### config.mk
export PLATFORM = sky130hd
export DESIGN_NAME = dclr_top
export DESIGN_NICKNAME = d
export VERILOG_FILES = /design/src/design/dclr_pkg.sv /design/src/design/dclr_clr_if.sv /design/src/design/dclr_top.sv /design/src/design/dclr_combine.sv
export VERILOG_INCLUDE_DIRS = /design/src /design/src/design
export SDC_FILE = /design/constraint.sdc
export NUM_CORES = 1
export LEC_CHECK = 0
export BUFFER_PORTS_ARGS = -buffer_cell sky130_fd_sc_hd__clkbuf_2
export CAP_MARGIN = 20
export CORE_MARGIN = 3
export CORE_UTILIZATION = 60
export CTS_CLUSTER_SIZE = 30
export DETAILED_ROUTE_END_ITERATION = 16
export GPL_TIMING_DRIVEN = 0
export PLACE_DENSITY = 0.85
export SYNTH_ARGS = -nofsm -noshare
export SYNTH_HDL_FRONTEND = slang
export SYNTH_SLANG_ARGS = --single-unit
export TNS_END_PERCENT = 100
### constraint.sdc
create_clock -name sys_clk_in -period 2.7 [get_ports sys_clk_in]
set_input_delay 0.27 -clock sys_clk_in [delete_from_list [all_inputs] [get_ports sys_clk_in]]
set_output_delay 0.27 -clock sys_clk_in [all_outputs]
set_load 0.005 [all_outputs]
### src/design/dclr_consts.svh
// Constants of the DAC clear control block: offsets, fields, resets, masks.
// Assumes it is included by its bare name from the package and the modules.
`ifndef DCLR_CONSTS_SVH
`define DCLR_CONSTS_SVH

// Register offsets on the plain register port.
`define DCLR_ADDR_W          8
`define DCLR_OFS_SOURCE      8'h53
`define DCLR_OFS_AUTO_EN     8'h54
`define DCLR_OFS_SW_CLEAR    8'h55
`define DCLR_OFS_PIN0_EN     8'h56
`define DCLR_OFS_CLR_STATE   8'h70
`define DCLR_OFS_CLR_CAUSE   8'h71

// Reset values.
`define DCLR_RST_SOURCE      16'h0004
`define DCLR_RST_AUTO_EN     16'h0000
`define DCLR_RST_SW_CLEAR    16'h0000
`define DCLR_RST_PIN0_EN     16'h0000

// Writable bit masks; every other bit reads as zero.
`define DCLR_MASK_SOURCE     16'h7FFC
`define DCLR_MASK_DAC        16'h7FF8

// Field positions.
`define DCLR_DAC_LSB         3
`define DCLR_DAC_MSB         14
`define DCLR_ALARM_LSB       3
`define DCLR_ALARM_MSB       14
`define DCLR_THERMAL_BIT     2

// Clear cause bit positions.
`define DCLR_CAUSE_SW        0
`define DCLR_CAUSE_PIN       1
`define DCLR_CAUSE_ALARM     2
`define DCLR_CAUSE_THERMAL   3

`endif

### src/design/dclr_pkg.sv
// Types and field helpers of the DAC clear control block.
// Assumes the constants header sits on the include path.
`include "dclr_consts.svh"

package dclr_pkg;

    typedef logic [15:0] dclr_word_t;
    typedef logic [11:0] dclr_dac_vec_t;
    typedef logic [3:0]  dclr_cause_t;

    // Pulls the twelve per-DAC bits out of a register word.
    function automatic dclr_dac_vec_t dclr_dac_field(input dclr_word_t word);
        dclr_dac_field = word[`DCLR_DAC_MSB:`DCLR_DAC_LSB];
    endfunction : dclr_dac_field

    // Places twelve per-DAC bits into a register word, other bits zero.
    function automatic dclr_word_t dclr_dac_word(input dclr_dac_vec_t vec);
        dclr_dac_word = {1'b0, vec, 3'h0};
    endfunction : dclr_dac_word

endpackage : dclr_pkg

### src/design/dclr_clr_if.sv
// Carrier between the register side and the clear combiner.
// Assumes both ends run on the same clock; the carrier holds no state.
`timescale 1ns/1ps

interface dclr_clr_if;
    import dclr_pkg::*;

    dclr_word_t    source_sel;
    dclr_dac_vec_t auto_en;
    dclr_dac_vec_t sw_clear;
    dclr_dac_vec_t pin0_en;
    logic [11:0]   alarm_vec;
    logic          overtemp;
    logic          pin0_low;
    dclr_dac_vec_t clear_req;
    dclr_cause_t   cause;

    modport regs (
        output source_sel, auto_en, sw_clear, pin0_en,
        output alarm_vec, overtemp, pin0_low,
        input  clear_req, cause
    );

    modport comb (
        input  source_sel, auto_en, sw_clear, pin0_en,
        input  alarm_vec, overtemp, pin0_low,
        output clear_req, cause
    );
endinterface : dclr_clr_if

### src/design/dclr_top.sv
// Top of the DAC clear control block: register file, pin sampling, outputs.
// Assumes alarm flags come from logic on sys_clk_in and the clear pin is
// asynchronous to it; registers are reached over a plain strobe port.
`timescale 1ns/1ps
`include "dclr_consts.svh"

// ****************************************************************
// Module declaration
// ****************************************************************

// Contract
// Source select register decides which alarms clear DACs, in any mode.
// Bits 14..11 pick inputs 0..3; clear needs enable and flag.
// An unselected alarm is still flagged but clears no DAC.
// Bits 10 and 9 pick local low and high alarms, per-DAC gated.
// Bits 8..5 pick remote one and two low and high alarms.
// Bits 4 and 3 pick remote one and two fail alarms.
// Bit 2 picks thermal alarm; it resets to one, others to zero.
// Thermal clear ignores per-DAC enables and clears all DACs.
// Source bits 15, 1, 0 read zero and ignore writes.
// Auto-clear bits 14..3 map DAC11..0; one allows alarm clearing.
// Software clear bits 14..3 force DACs clear while one.
// Pin zero enable bits let the low pin clear those DACs.
// Per-DAC registers read zero in bit 15 and bits 2..0.
// Clears act at once regardless of the synchronous load option.
// A DAC stays clear while any of its clear requests is active.
module dclr_top
    import dclr_pkg::*;
(
    // Clock, reset and enable.
    input  wire logic                   sys_clk_in,
    input  wire logic                   rst_in,
    input  wire logic                   ce_in,
    // Register port.
    input  wire logic [`DCLR_ADDR_W-1:0] reg_addr_in,
    input  wire logic [15:0]            reg_wdata_in,
    input  wire logic                   reg_wr_in,
    input  wire logic                   reg_rd_in,
    output logic      [15:0]            reg_rdata_out,
    // Alarm status flags, same clock domain.
    input  wire logic [3:0]             input_alarm_flag_in,
    input  wire logic                   local_temp_low_flag_in,
    input  wire logic                   local_temp_high_flag_in,
    input  wire logic                   remote1_low_flag_in,
    input  wire logic                   remote1_high_flag_in,
    input  wire logic                   remote2_low_flag_in,
    input  wire logic                   remote2_high_flag_in,
    input  wire logic                   remote1_fail_flag_in,
    input  wire logic                   remote2_fail_flag_in,
    input  wire logic                   overtemp_alarm_flag_in,
    // Hardware clear pin, active low, asynchronous.
    input  wire logic                   hw_clear_pin_zero_n_in,
    // Clear state per DAC and the causes behind it.
    output logic      [11:0]            dac_clear_out,
    output logic      [3:0]             clear_cause_out
);

    // ****************************************************************
    // Declarations
    // ****************************************************************

    dclr_word_t    source_sel;
    dclr_dac_vec_t auto_clear_dac_bit;
    dclr_dac_vec_t software_clear_dac_bit;
    dclr_dac_vec_t pin0_clear_dac_bit;
    logic          pin0_meta_n;
    logic          pin0_sync_n;
    logic          wr_source;
    logic          wr_auto_en;
    logic          wr_sw_clear;
    logic          wr_pin0_en;
    dclr_word_t    next_rdata;
    logic [11:0]   alarm_vec;

    dclr_clr_if clr_bus ();

    // ****************************************************************
    // Write decode
    // ****************************************************************

    // One decoded strobe per register; unmapped writes fall through.
    assign wr_source   = reg_wr_in && (reg_addr_in == `DCLR_OFS_SOURCE);
    assign wr_auto_en  = reg_wr_in && (reg_addr_in == `DCLR_OFS_AUTO_EN);
    assign wr_sw_clear = reg_wr_in && (reg_addr_in == `DCLR_OFS_SW_CLEAR);
    assign wr_pin0_en  = reg_wr_in && (reg_addr_in == `DCLR_OFS_PIN0_EN);

    // ****************************************************************
    // Alarm source selection register
    // ****************************************************************

    // Reserved bits are masked at write so they can never hold a one.
    always_ff @(posedge sys_clk_in) begin
        if (rst_in) begin
            source_sel <= `DCLR_RST_SOURCE;
        end else if (ce_in && wr_source) begin
            source_sel <= reg_wdata_in & `DCLR_MASK_SOURCE;
        end
    end

    // ****************************************************************
    // Auto-clear enable register
    // ****************************************************************

    // Only the twelve DAC bits are stored; the rest is rebuilt as zero.
    always_ff @(posedge sys_clk_in) begin
        if (rst_in) begin
            auto_clear_dac_bit <= dclr_dac_field(`DCLR_RST_AUTO_EN);
        end else if (ce_in && wr_auto_en) begin
            auto_clear_dac_bit <= dclr_dac_field(reg_wdata_in);
        end
    end

    // ****************************************************************
    // Software clear register
    // ****************************************************************

    // Writing zero lifts the software clear; other sources may still hold.
    always_ff @(posedge sys_clk_in) begin
        if (rst_in) begin
            software_clear_dac_bit <= dclr_dac_field(`DCLR_RST_SW_CLEAR);
        end else if (ce_in && wr_sw_clear) begin
            software_clear_dac_bit <= dclr_dac_field(reg_wdata_in);
        end
    end

    // ****************************************************************
    // Pin zero clear enable register
    // ****************************************************************

    // Enables decide which DACs follow the pin; the pin itself is sampled.
    always_ff @(posedge sys_clk_in) begin
        if (rst_in) begin
            pin0_clear_dac_bit <= dclr_dac_field(`DCLR_RST_PIN0_EN);
        end else if (ce_in && wr_pin0_en) begin
            pin0_clear_dac_bit <= dclr_dac_field(reg_wdata_in);
        end
    end

    // ****************************************************************
    // Clear pin synchroniser
    // ****************************************************************

    // Two flops against metastability; the pin idles high, so reset to one.
    // The price is two cycles of latency; the pin reaches the clear three edges later.
    always_ff @(posedge sys_clk_in) begin
        if (rst_in) begin
            pin0_meta_n <= 1'b1;
            pin0_sync_n <= 1'b1;
        end else if (ce_in) begin
            pin0_meta_n <= hw_clear_pin_zero_n_in;
            pin0_sync_n <= pin0_meta_n;
        end
    end

    // ****************************************************************
    // Combiner hookup
    // ****************************************************************

    // Alarm flags ordered to line up with source bits 14 down to 3.
    // The remote one fail source follows the remote one fail flag.
    assign alarm_vec = {input_alarm_flag_in[0],
                        input_alarm_flag_in[1],
                        input_alarm_flag_in[2],
                        input_alarm_flag_in[3],
                        local_temp_low_flag_in,
                        local_temp_high_flag_in,
                        remote1_low_flag_in,
                        remote1_high_flag_in,
                        remote2_low_flag_in,
                        remote2_high_flag_in,
                        remote1_fail_flag_in,
                        remote2_fail_flag_in};

    // Register values and live conditions go to the combiner.
    assign clr_bus.source_sel = source_sel;
    assign clr_bus.auto_en    = auto_clear_dac_bit;
    assign clr_bus.sw_clear   = software_clear_dac_bit;
    assign clr_bus.pin0_en    = pin0_clear_dac_bit;
    assign clr_bus.alarm_vec  = alarm_vec;
    assign clr_bus.overtemp   = overtemp_alarm_flag_in;
    assign clr_bus.pin0_low   = ~pin0_sync_n;

    dclr_combine u_combine (
        .bus (clr_bus.comb)
    );

    // ****************************************************************
    // Clear outputs
    // ****************************************************************

    // Outputs come straight from flops, one cycle after the combined request.
    // No load-mode input exists here, so nothing can delay the clear.
    always_ff @(posedge sys_clk_in) begin
        if (rst_in) begin
            dac_clear_out <= 12'h000;
        end else if (ce_in) begin
            dac_clear_out <= clr_bus.clear_req;
        end
    end

    // Cause summary for software and for the surrounding logic.
    always_ff @(posedge sys_clk_in) begin
        if (rst_in) begin
            clear_cause_out <= 4'h0;
        end else if (ce_in) begin
            clear_cause_out <= clr_bus.cause;
        end
    end

    // ****************************************************************
    // Read path
    // ****************************************************************

    // Read mux; unmapped addresses answer zero rather than stale data.
    always_comb begin
        next_rdata = 16'h0000;
        unique case (reg_addr_in)
            `DCLR_OFS_SOURCE: begin
                next_rdata = source_sel & `DCLR_MASK_SOURCE;
            end
            `DCLR_OFS_AUTO_EN: begin
                next_rdata = dclr_dac_word(auto_clear_dac_bit);
            end
            `DCLR_OFS_SW_CLEAR: begin
                next_rdata = dclr_dac_word(software_clear_dac_bit);
            end
            `DCLR_OFS_PIN0_EN: begin
                next_rdata = dclr_dac_word(pin0_clear_dac_bit);
            end
            `DCLR_OFS_CLR_STATE: begin
                next_rdata = dclr_dac_word(dac_clear_out);
            end
            `DCLR_OFS_CLR_CAUSE: begin
                next_rdata = {12'h000, clear_cause_out};
            end
            default: begin
                next_rdata = 16'h0000;
            end
        endcase
    end

    // Read data stands for exactly the cycle after the strobe.
    always_ff @(posedge sys_clk_in) begin
        if (rst_in) begin
            reg_rdata_out <= 16'h0000;
        end else if (ce_in) begin
            if (reg_rd_in) begin
                reg_rdata_out <= next_rdata;
            end else begin
                reg_rdata_out <= 16'h0000;
            end
        end
    end

endmodule : dclr_top

### src/design/dclr_combine.sv
// Per-DAC clear request combiner, purely combinational.
// Assumes the alarm vector is ordered like source bits 14 down to 3.
`timescale 1ns/1ps
`include "dclr_consts.svh"

module dclr_combine
    import dclr_pkg::*;
(
    // Register values and conditions in, requests out.
    dclr_clr_if.comb bus
);

    logic          any_alarm;
    logic          thermal_all;
    dclr_dac_vec_t alarm_part;
    dclr_dac_vec_t pin_part;

    // An alarm only counts when its source bit selects it.
    assign any_alarm = |(bus.source_sel[`DCLR_ALARM_MSB:`DCLR_ALARM_LSB] & bus.alarm_vec);
    // Unselected alarms are still flagged upstream but never reach a DAC.
    assign alarm_part = any_alarm ? bus.auto_en : 12'h000;
    // Thermal clear skips the per-DAC enables and hits every channel.
    assign thermal_all = bus.source_sel[`DCLR_THERMAL_BIT] & bus.overtemp;
    // The pin is active low and only reaches DACs whose enable is set.
    assign pin_part = bus.pin0_low ? bus.pin0_en : 12'h000;

    // Any active source holds the DAC clear; load mode plays no part.
    assign bus.clear_req = bus.sw_clear | pin_part | alarm_part | {12{thermal_all}};

    // Summary of which sources are forcing something at the moment.
    assign bus.cause[`DCLR_CAUSE_SW]      = |bus.sw_clear;
    assign bus.cause[`DCLR_CAUSE_PIN]     = |pin_part;
    assign bus.cause[`DCLR_CAUSE_ALARM]   = |alarm_part;
    assign bus.cause[`DCLR_CAUSE_THERMAL] = thermal_all;

endmodule : dclr_combine

==> impl_table.tex, run 1 <==
\begin{tabular}{lr}
\hline
Metric & Value \\
\hline
\multicolumn{2}{l}{\textbf{Status}} \\
\quad Status & finished clean \\
\multicolumn{2}{l}{\textbf{STA}} \\
\quad Post-route worst setup slack & roughly 0.9 ns \\
\quad Worst slew slack as a fraction of its limit & 55.5\% \\
\quad Post-Route Skew & between 0.008 and 0.009 ns \\
\quad Setup TNS & 0 ns \\
\quad RSZ-0062 raised after global routing & no \\
\quad Measured slew at the worst slew-check pin & $\sim$0.67 ns \\
\quad Max-slew violation count & 0 \\
\quad Number of hold-slack violations in the final timing report & 0 \\
\quad Time the worst path needs with I/O delays and setup & $\sim$1.8 ns \\
\quad Fmax achieved & 557 MHz \\
\quad Number of setup violations in the final report & 0 \\
\quad Tightest hold margin & 0.121 ns \\
\quad Tcrit/Tclk final & 66.5\% \\
\multicolumn{2}{l}{\textbf{CTS}} \\
\quad H-tree level count & 3 \\
\quad Max Root-Sink Buffers & 2 \\
\quad Hold-fix buffer count after cts & 0 \\
\quad CTS tree & yes \\
\quad Buffer type at the clock tree root & clkbuf\_8 \\
\quad Worst skew pair latency & 0.36 ns \\
\quad Post-CTS setup buffers & 0 \\
\quad Number of cells upsized or downsized after cts & 0 \\
\quad TritonCTS buffer count & 9 \\
\quad Clk sink count & 82 \\
\quad Clock-pin transition on the worst setup and hold timing paths & 0.09 ns \\
\multicolumn{2}{l}{\textbf{Die}} \\
\quad Horiz. Die Dim & 87.9 um \\
\quad Core box area & 6420 sq um \\
\quad Standard-cell row count & 29 \\
\quad Die Y & about 90 um \\
\quad Die area & between 7000 and 8000 sq um \\
\quad Starting utilization of the core area & 62.7\% \\
\quad Number of top-level pins & 75 \\
\multicolumn{2}{l}{\textbf{Finish}} \\
\quad Antenna diodes & 0 \\
\quad Final standard cell utilization of the core & 72.3\% \\
\quad Share of final-layout standard cells stronger than drive strength 1 & 21.3\% \\
\quad Commonest cells after routing, fill and taps aside & nor2\_1 (83), dfxtp\_1 (82), clkbuf\_2 (68) \\
\quad Area Growth Syn to Fin & 15.3\% \\
\quad Most common library cell in the layout ignoring fill and taps & nor2\_1 \\
\quad Layout net count & between 500 and 600 \\
\quad Layout Cells excl Fill & 599 \\
\quad Final standard cell area without fillers & around 4600 sq um \\
\multicolumn{2}{l}{\textbf{Critical path}} \\
\quad Worst endpoint data arrival time & 2.03 ns \\
\quad Type of the worst setup path & flip-flop to flip-flop \\
\quad Worst flop-to-flop path startpoint & clr\_bus.source\_sel[8] \\
\quad FF-to-FF path depth & 5 \\
\quad Endpoint kind of the worst setup timing path & flip-flop \\
\quad Startpoint kind of the worst setup timing path & flip-flop \\
\quad R2r endpoint & dac\_clear\_out[8] \\
\quad Setup slack, reg-to-reg & between 0.9 and 1 ns \\
\quad Worst path required time & roughly 2.9 ns \\
\quad Maximum fanout along the worst path & 10 \\
\multicolumn{2}{l}{\textbf{Min path}} \\
\quad Terminating pin of the worst hold path & pin0\_meta\_n \\
\quad Source of the worst hold timing path & hw\_clear\_pin\_zero\_n\_in \\
\quad Depth of the worst hold-timing path & 2 \\
\quad Worst min-delay path class & input pin to flip-flop \\
\multicolumn{2}{l}{\textbf{GRT}} \\
\quad Global routing usage summed across all routing layers & 32.6\% \\
\quad Largest net degree at the start of global routing & 15 \\
\quad Global-route wire length before repair & 18900 um \\
\quad Remaining global-route overflow & 0 \\
\quad Number of global-route vias before repair & 3592 \\
\quad Antenna violations before repair & 0 \\
\multicolumn{2}{l}{\textbf{Routing}} \\
\quad TritonRoute pass-1 iters & 5 \\
\quad Average via count per standard cell & 6.47 \\
\quad Total Routed Length & roughly 12000 um \\
\quad Routed wire per std cell & 20.8 um \\
\quad Remaining design rule violation count & 0 \\
\quad Number of nets still failing antenna checks after routing & 0 \\
\quad Number of DRC violations after detailed-routing iteration 0 & 498 \\
\quad Total via count in the routed design & 3873 \\
\multicolumn{2}{l}{\textbf{Placed design}} \\
\quad Final Wtd Congestion & 0.906 \\
\quad Total of buffers placed on input and output ports & 68 \\
\quad Post-place setup slack & 0.941 ns \\
\quad Post-Place Cells & 583 \\
\quad Detailed placement HPWL & 8810 um \\
\quad Dpl cell area & 4460 sq um \\
\multicolumn{2}{l}{\textbf{Power and ir drop}} \\
\quad Maximum resistive drop on vdd & 0.000345 V \\
\quad Total power density per cell area & roughly 500 nW/um\^{}2 \\
\quad Total design power & between 2 and 2.5 mW \\
\quad LEAKAGE & 1.97 nW \\
\multicolumn{2}{l}{\textbf{Synth}} \\
\quad Sequential cell area fraction in the yosys report & roughly 40\% \\
\quad Number of distinct library cells after synthesis & 51 \\
\quad Post-synthesis instance total & 438 \\
\quad Area of the mapped netlist & 4020 sq um \\
\quad Post-synthesis area per instance & 9.19 sq um \\
\quad Syn. warnings & 0 \\
\quad Post-synthesis sequential element count & 82 \\
\quad Syn Nets & 481 \\
\multicolumn{2}{l}{\textbf{Run}} \\
\quad Max-cap violations & 0 \\
\hline
\end{tabular}
## worst max-delay path by stage
stage | to | slack [ns] | startpoint | cells after the start
after floorplan | clr_bus.pin0_en[10] | 1.31 | reg_addr_in[7] | 7
after global placement | dac_clear_out[8] | 0.99 | remote1_low_flag_in | 6
after detailed placement | reg_rdata_out[3] | 0.94 | reg_addr_in[0] | 6
after CTS | dac_clear_out[8] | 0.99 | clr_bus.source_sel[8] | 5
after global routing | dac_clear_out[3] | 0.87 | clr_bus.source_sel[4] | 5
final | dac_clear_out[8] | 0.91 | clr_bus.source_sel[8] | 5
## cell usage after synthesis, drive strengths merged
cell,instances,share of area (%)
nor2,83,7.7
dfxtp,82,41
mux2i,60,15
buf,24,5.1
nand2,20,1.9
nor2b,17,2.6
a21oi,15,1.9
o21ai,13,1.6
a2bb2oi,12,2.6
nor3,12,1.5
a22oi,11,2.1
clkbuf,11,1.0
o22a,11,2.4
o41ai,11,2.4
nor4,6,0.93
and3b,4,0.96
a211o,3,0.65
a221oi,3,0.65
a22o,3,0.65
and4,3,0.65
nand3b,3,0.56
nand4b,3,0.65
or4,3,0.56
a2111oi,2,0.44
and4b,2,0.50
nand2b,2,0.31
nand3,2,0.25
nand4,2,0.68
nor3b,2,0.78
a211oi,1,0.19
a311oi,1,0.22
a31oi,1,0.16
and2,1,0.16
and2b,1,0.19
and3,1,0.16
conb,1,0.093
inv,1,0.093
o211ai,1,0.19
o21a,1,0.19
o21ba,1,0.25
or2b,1,0.19
xnor2,1,0.22
## registers in the layout, summed over array words and instances, names as in the netlist
| register | cells |
|---|---|
| pin0_sync_n | 1 |
| clr_bus.pin0_en | 12 |
| dac_clear_out | 12 |
| clr_bus.source_sel | 13 |
| clr_bus.sw_clear | 12 |
| auto_clear_dac_bit | 12 |
| clear_cause_out | 4 |
| reg_rdata_out | 15 |
| pin0_meta_n | 1 |
## metal layers
metal,up-vias,global-route usage [%],part of all wire (%)
li1,1748,-,-
met1,1814,43.9,41
met2,268,51.4,46
met3,43,6.49,10
met4,0,13.4,3.0
met5,-,0,0
## where the power goes
group	leakage [nW]	switching, mW	internal, mW
Clock	0.0882	0.470	0.359
Sequential	0.664	0.0173	1.22
Combinational	1.22	0.135	0.0897
## worst max-delay path, cell delays in order (launching register included)
cell,delay [ns]
dfxtp_1,0.37
a22o_1,0.23
a221oi_1,0.35
and3_1,0.30
buf_2,0.30
a21oi_1,0.13
## cells by family after synthesis
kind of cell / share of synthesized area [%]
AOI/OAI and AO/OA: 16.5
xor gates and xnor gates: 0.218
buffers and inverters: 6.19
DFF: 40.8
muxes: 14.9
other: 0.0932
and+or+nand+nor: 21.3
## layout make-up
class / instances / area (sq um)
well taps: 77 / 96.3
clock buffers: 10 / 138
fillers: 507 / 1780
clock inverters: 6 / 42.5
repair buffers: 68 / 340
multi-input cells: 320 / 2130
plain buffers: 35 / 245
flip-flops and latches: 82 / 1640
inverters: 1 / 3.75
Power figures use the tool's default switching activity.
==> run 2: changes to the inputs <==
--- a/config.mk
+++ b/config.mk
@@ -9,11 +9,11 @@
 export BUFFER_PORTS_ARGS = -buffer_cell sky130_fd_sc_hd__clkbuf_2
 export CAP_MARGIN = 20
 export CORE_MARGIN = 3
-export CORE_UTILIZATION = 60
+export CORE_UTILIZATION = 50
 export CTS_CLUSTER_SIZE = 30
 export DETAILED_ROUTE_END_ITERATION = 16
 export GPL_TIMING_DRIVEN = 0
-export PLACE_DENSITY = 0.85
+export PLACE_DENSITY = 0.76
 export SYNTH_ARGS = -nofsm -noshare
 export SYNTH_HDL_FRONTEND = slang
 export SYNTH_SLANG_ARGS = --single-unit
==> constraint.sdc (replaced) <==
create_clock -name sys_clk_in -period 1.5 [get_ports sys_clk_in]
set_input_delay 0.15 -clock sys_clk_in [delete_from_list [all_inputs] [get_ports sys_clk_in]]
set_output_delay 0.15 -clock sys_clk_in [all_outputs]
set_load 0.005 [all_outputs]
==> run 2 against run 1 <==
Against the previous run:
- first-iteration DRC count shrank 30%
- highest routed layer unchanged
- cell area grew 3.1%
- fmax grew 23%
- flip-flop and latch count is the same
- core utilization shrank 11 points
- worst hold slack lost 0.10 ns
- largest power group unchanged
- largest cell class unchanged
- worst setup slack lost 0.87 ns
- via count shrank 1.5%
- routed wire length shrank 0.55%
- total power grew 86%
- clock-buffer cell count shrank 1
==> impl_table.tex, run 2 (same netlist as run 1, synthesis figures left out) <==
\begin{tabular}{lr}
\hline
Metric & Value \\
\hline
\multicolumn{2}{l}{\textbf{Status}} \\
\quad Status & finished clean \\
\multicolumn{2}{l}{\textbf{Critical path}} \\
\quad Endpoint kind of the worst setup timing path & flip-flop \\
\quad Family with the most delay on the worst path & compound AO/OA/AOI/OAI gates \\
\quad Largest stage delay, worst path & 0.37 ns (about the same) \\
\quad Count of cell instances traversed by the critical path & 5 (unchanged) \\
\quad Cell at the slowest stage of the critical path & dfxtp\_2 \\
\quad FF-to-FF path depth & 5 (unchanged) \\
\quad Worst path required time & 1.73 ns (-1.21 ns) \\
\quad Maximum fanout along the worst path & 10 (unchanged) \\
\quad Type of the worst setup path & flip-flop to flip-flop \\
\quad Startpoint kind of the worst setup timing path & flip-flop \\
\quad Critical path cell sequence & a22o\_1 -> a221oi\_2 -> and3\_4 -> buf\_8 -> a21oi\_1 \\
\quad Critical path buffers and inverters & 1 (unchanged) \\
\quad Worst endpoint data arrival time & 1.69 ns (-0.34 ns) \\
\multicolumn{2}{l}{\textbf{Placed design}} \\
\quad Detailed placement HPWL & 8900 um (+1.0\%) \\
\quad Post-Place Cells & 608 (+4.3\%) \\
\quad Total of buffers placed on input and output ports & 68 (unchanged) \\
\quad Final Wtd Congestion & 0.915 (+1.0\%) \\
\multicolumn{2}{l}{\textbf{Routing}} \\
\quad Total via count in the routed design & 3816 (-1.5\%) \\
\quad Routed wire per std cell & 19.8 um (-4.7\%) \\
\quad Remaining design rule violation count & 0 (unchanged) \\
\quad Total Routed Length & 12400 um (-0.55\%) \\
\quad Number of nets still failing antenna checks after routing & 0 (unchanged) \\
\quad TritonRoute pass-1 iters & 5 (unchanged) \\
\quad Met2 Routed Length & 5340 um (-6.9\%) \\
\quad Routed wire length on met3 & 1080 um (-14\%) \\
\quad Number of DRC violations after detailed-routing iteration 0 & 348 (-30\%) \\
\quad Average via count per standard cell & 6.11 (-5.6\%) \\
\quad Length of routed wiring on met1 & 5350 um (+5.1\%) \\
\quad DR top layer & met4 \\
\multicolumn{2}{l}{\textbf{Finish}} \\
\quad Most common library cell in the layout ignoring fill and taps & nor2\_1 \\
\quad Layout Cells excl Fill & 625 (+4.3\%) \\
\quad Area Growth Syn to Fin & 18.9\% \\
\quad Register bank with the most flops & reg\_rdata\_out \\
\quad Commonest cells after routing, fill and taps aside & nor2\_1 (83), dfxtp\_1 (79), clkbuf\_2 (70) \\
\quad Biggest regs & reg\_rdata\_out (15), clr\_bus.source\_sel (13) \\
\quad Final standard cell utilization of the core & 61.6\% (-11 points) \\
\quad Layout net count & 561 (+0.18\%) \\
\quad Share of final-layout standard cells stronger than drive strength 1 & 24.3\% (+3.0 points) \\
\quad Max FFs per register & 15 (unchanged) \\
\quad Antenna diodes & 0 (unchanged) \\
\multicolumn{2}{l}{\textbf{Die}} \\
\quad Horiz. Die Dim & 95.7 um (+8.9\%) \\
\quad Die Y & 95.7 um (+8.9\%) \\
\quad Core box area & 7770 sq um (+21\%) \\
\quad Number of top-level pins & 75 (unchanged) \\
\quad Die area & 9160 sq um (+19\%) \\
\quad Starting utilization of the core area & 51.8\% (-11 points) \\
\quad Standard-cell row count & 32 (+10\%) \\
\multicolumn{2}{l}{\textbf{CTS}} \\
\quad Clk sink count & 82 (unchanged) \\
\quad CTS tree & yes \\
\quad H-tree level count & 3 (unchanged) \\
\quad Buffer type at the clock tree root & clkbuf\_8 \\
\quad Worst skew pair latency & 0.36 ns (about the same) \\
\quad Clock-pin transition on the worst setup and hold timing paths & 0.09 ns (about the same) \\
\quad TritonCTS buffer count & 9 (unchanged) \\
\quad Max Root-Sink Buffers & 2 (unchanged) \\
\multicolumn{2}{l}{\textbf{STA}} \\
\quad Tightest hold margin & 0.0168 ns (-0.105 ns) \\
\quad RSZ-0062 raised after global routing & yes \\
\quad Fmax achieved & 684 MHz (+23\%) \\
\quad Setup TNS & 0 ns (unchanged) \\
\quad Max-slew violation count & 0 (unchanged) \\
\quad Tcrit/Tclk final & 97.5\% (+31 points) \\
\quad Number of hold-slack violations in the final timing report & 0 (unchanged) \\
\quad Measured slew at the worst slew-check pin & 0.722 ns (+0.0540 ns) \\
\quad Time the worst path needs with I/O delays and setup & 1.46 ns (-0.333 ns) \\
\quad Number of setup violations in the final report & 0 (unchanged) \\
\quad Post-Route Skew & 0.0102 ns (+0.00214 ns) \\
\quad Worst slew slack as a fraction of its limit & 51.9\% (-3.6 points) \\
\multicolumn{2}{l}{\textbf{Power and ir drop}} \\
\quad Total power density per cell area & 893 nW/um\^{}2 (+80\%) \\
\quad Maximum resistive drop on vdd & 0.000480 V (+39\%) \\
\quad LEAKAGE & 2.01 nW (+2.2\%) \\
\quad Total design power & 4.27 mW (+86\%) \\
\multicolumn{2}{l}{\textbf{Run}} \\
\quad Max-cap violations & 0 (unchanged) \\
\multicolumn{2}{l}{\textbf{GRT}} \\
\quad Largest net degree at the start of global routing & 16 (+1) \\
\quad Number of global-route vias before repair & 3635 (+1.2\%) \\
\quad Global-route wire length before repair & 19000 um (+0.77\%) \\
\quad Remaining global-route overflow & 0 (unchanged) \\
\quad Global routing usage summed across all routing layers & 27.8\% (-4.9 points) \\
\quad Antenna violations before repair & 0 (unchanged) \\
\multicolumn{2}{l}{\textbf{Min path}} \\
\quad Depth of the worst hold-timing path & 2 (unchanged) \\
\quad Worst min-delay path class & input pin to flip-flop \\
\hline
\end{tabular}
## run 2: report_power, final
part / leakage, nW / internal (mW) / switching (mW)
combinational: 1.26 / 0.164 / 0.240
clock: 0.0881 / 0.776 / 0.857
sequential: 0.665 / 2.20 / 0.0305
total: 2.01 / 3.14 / 1.13
## run 2: cell type report
type	instances	area [sq um]
Multi-Input combinational cell	320	2200
Clock inverter	7	77.6
Tap cell	102	128
Sequential cell	82	1650
Fill cell	672	2980
Buffer	35	259
Clock buffer	9	124
Inverter	1	3.75
Timing Repair Buffer	69	348
## run 2: metrics by stage
| stage | cell area (sq um) | worst slack, ns |
|---|---|---|
| floorplan | 4020 | 0.167 |
| global placement | 4490 | -0.229 |
| detailed placement | 4490 | -0.251 |
| CTS | 4740 | 0.00593 |
| global route | 4790 | -0.0164 |
| finish | 4790 | 0.0381 |
## run 2: per-layer routing
layer | track usage (%) | vias up
li1 | - | 1752
met1 | 37.5 | 1783
met2 | 41.7 | 227
met3 | 4.77 | 54
met4 | 16.0 | 0
met5 | 0 | -
## run 2: final timing paths
path                            slack, ns                    from                to
worst max-delay path                 0.04   clr_bus.source_sel[4]  dac_clear_out[6]
worst min-delay path                 0.02  hw_clear_pin_zero_n_in       pin0_meta_n
worst max register to register       0.04   clr_bus.source_sel[4]  dac_clear_out[6]
worst min register to register       0.45        reg_rdata_out[7]  reg_rdata_out[7]
## run 2: what timing repair did
action	4_1_cts	5_1_grt
hold buffers	0	0
setup buffers	1	0
setup endpoints to repair	13	14
pin swaps	1	1
resized for setup	10	12
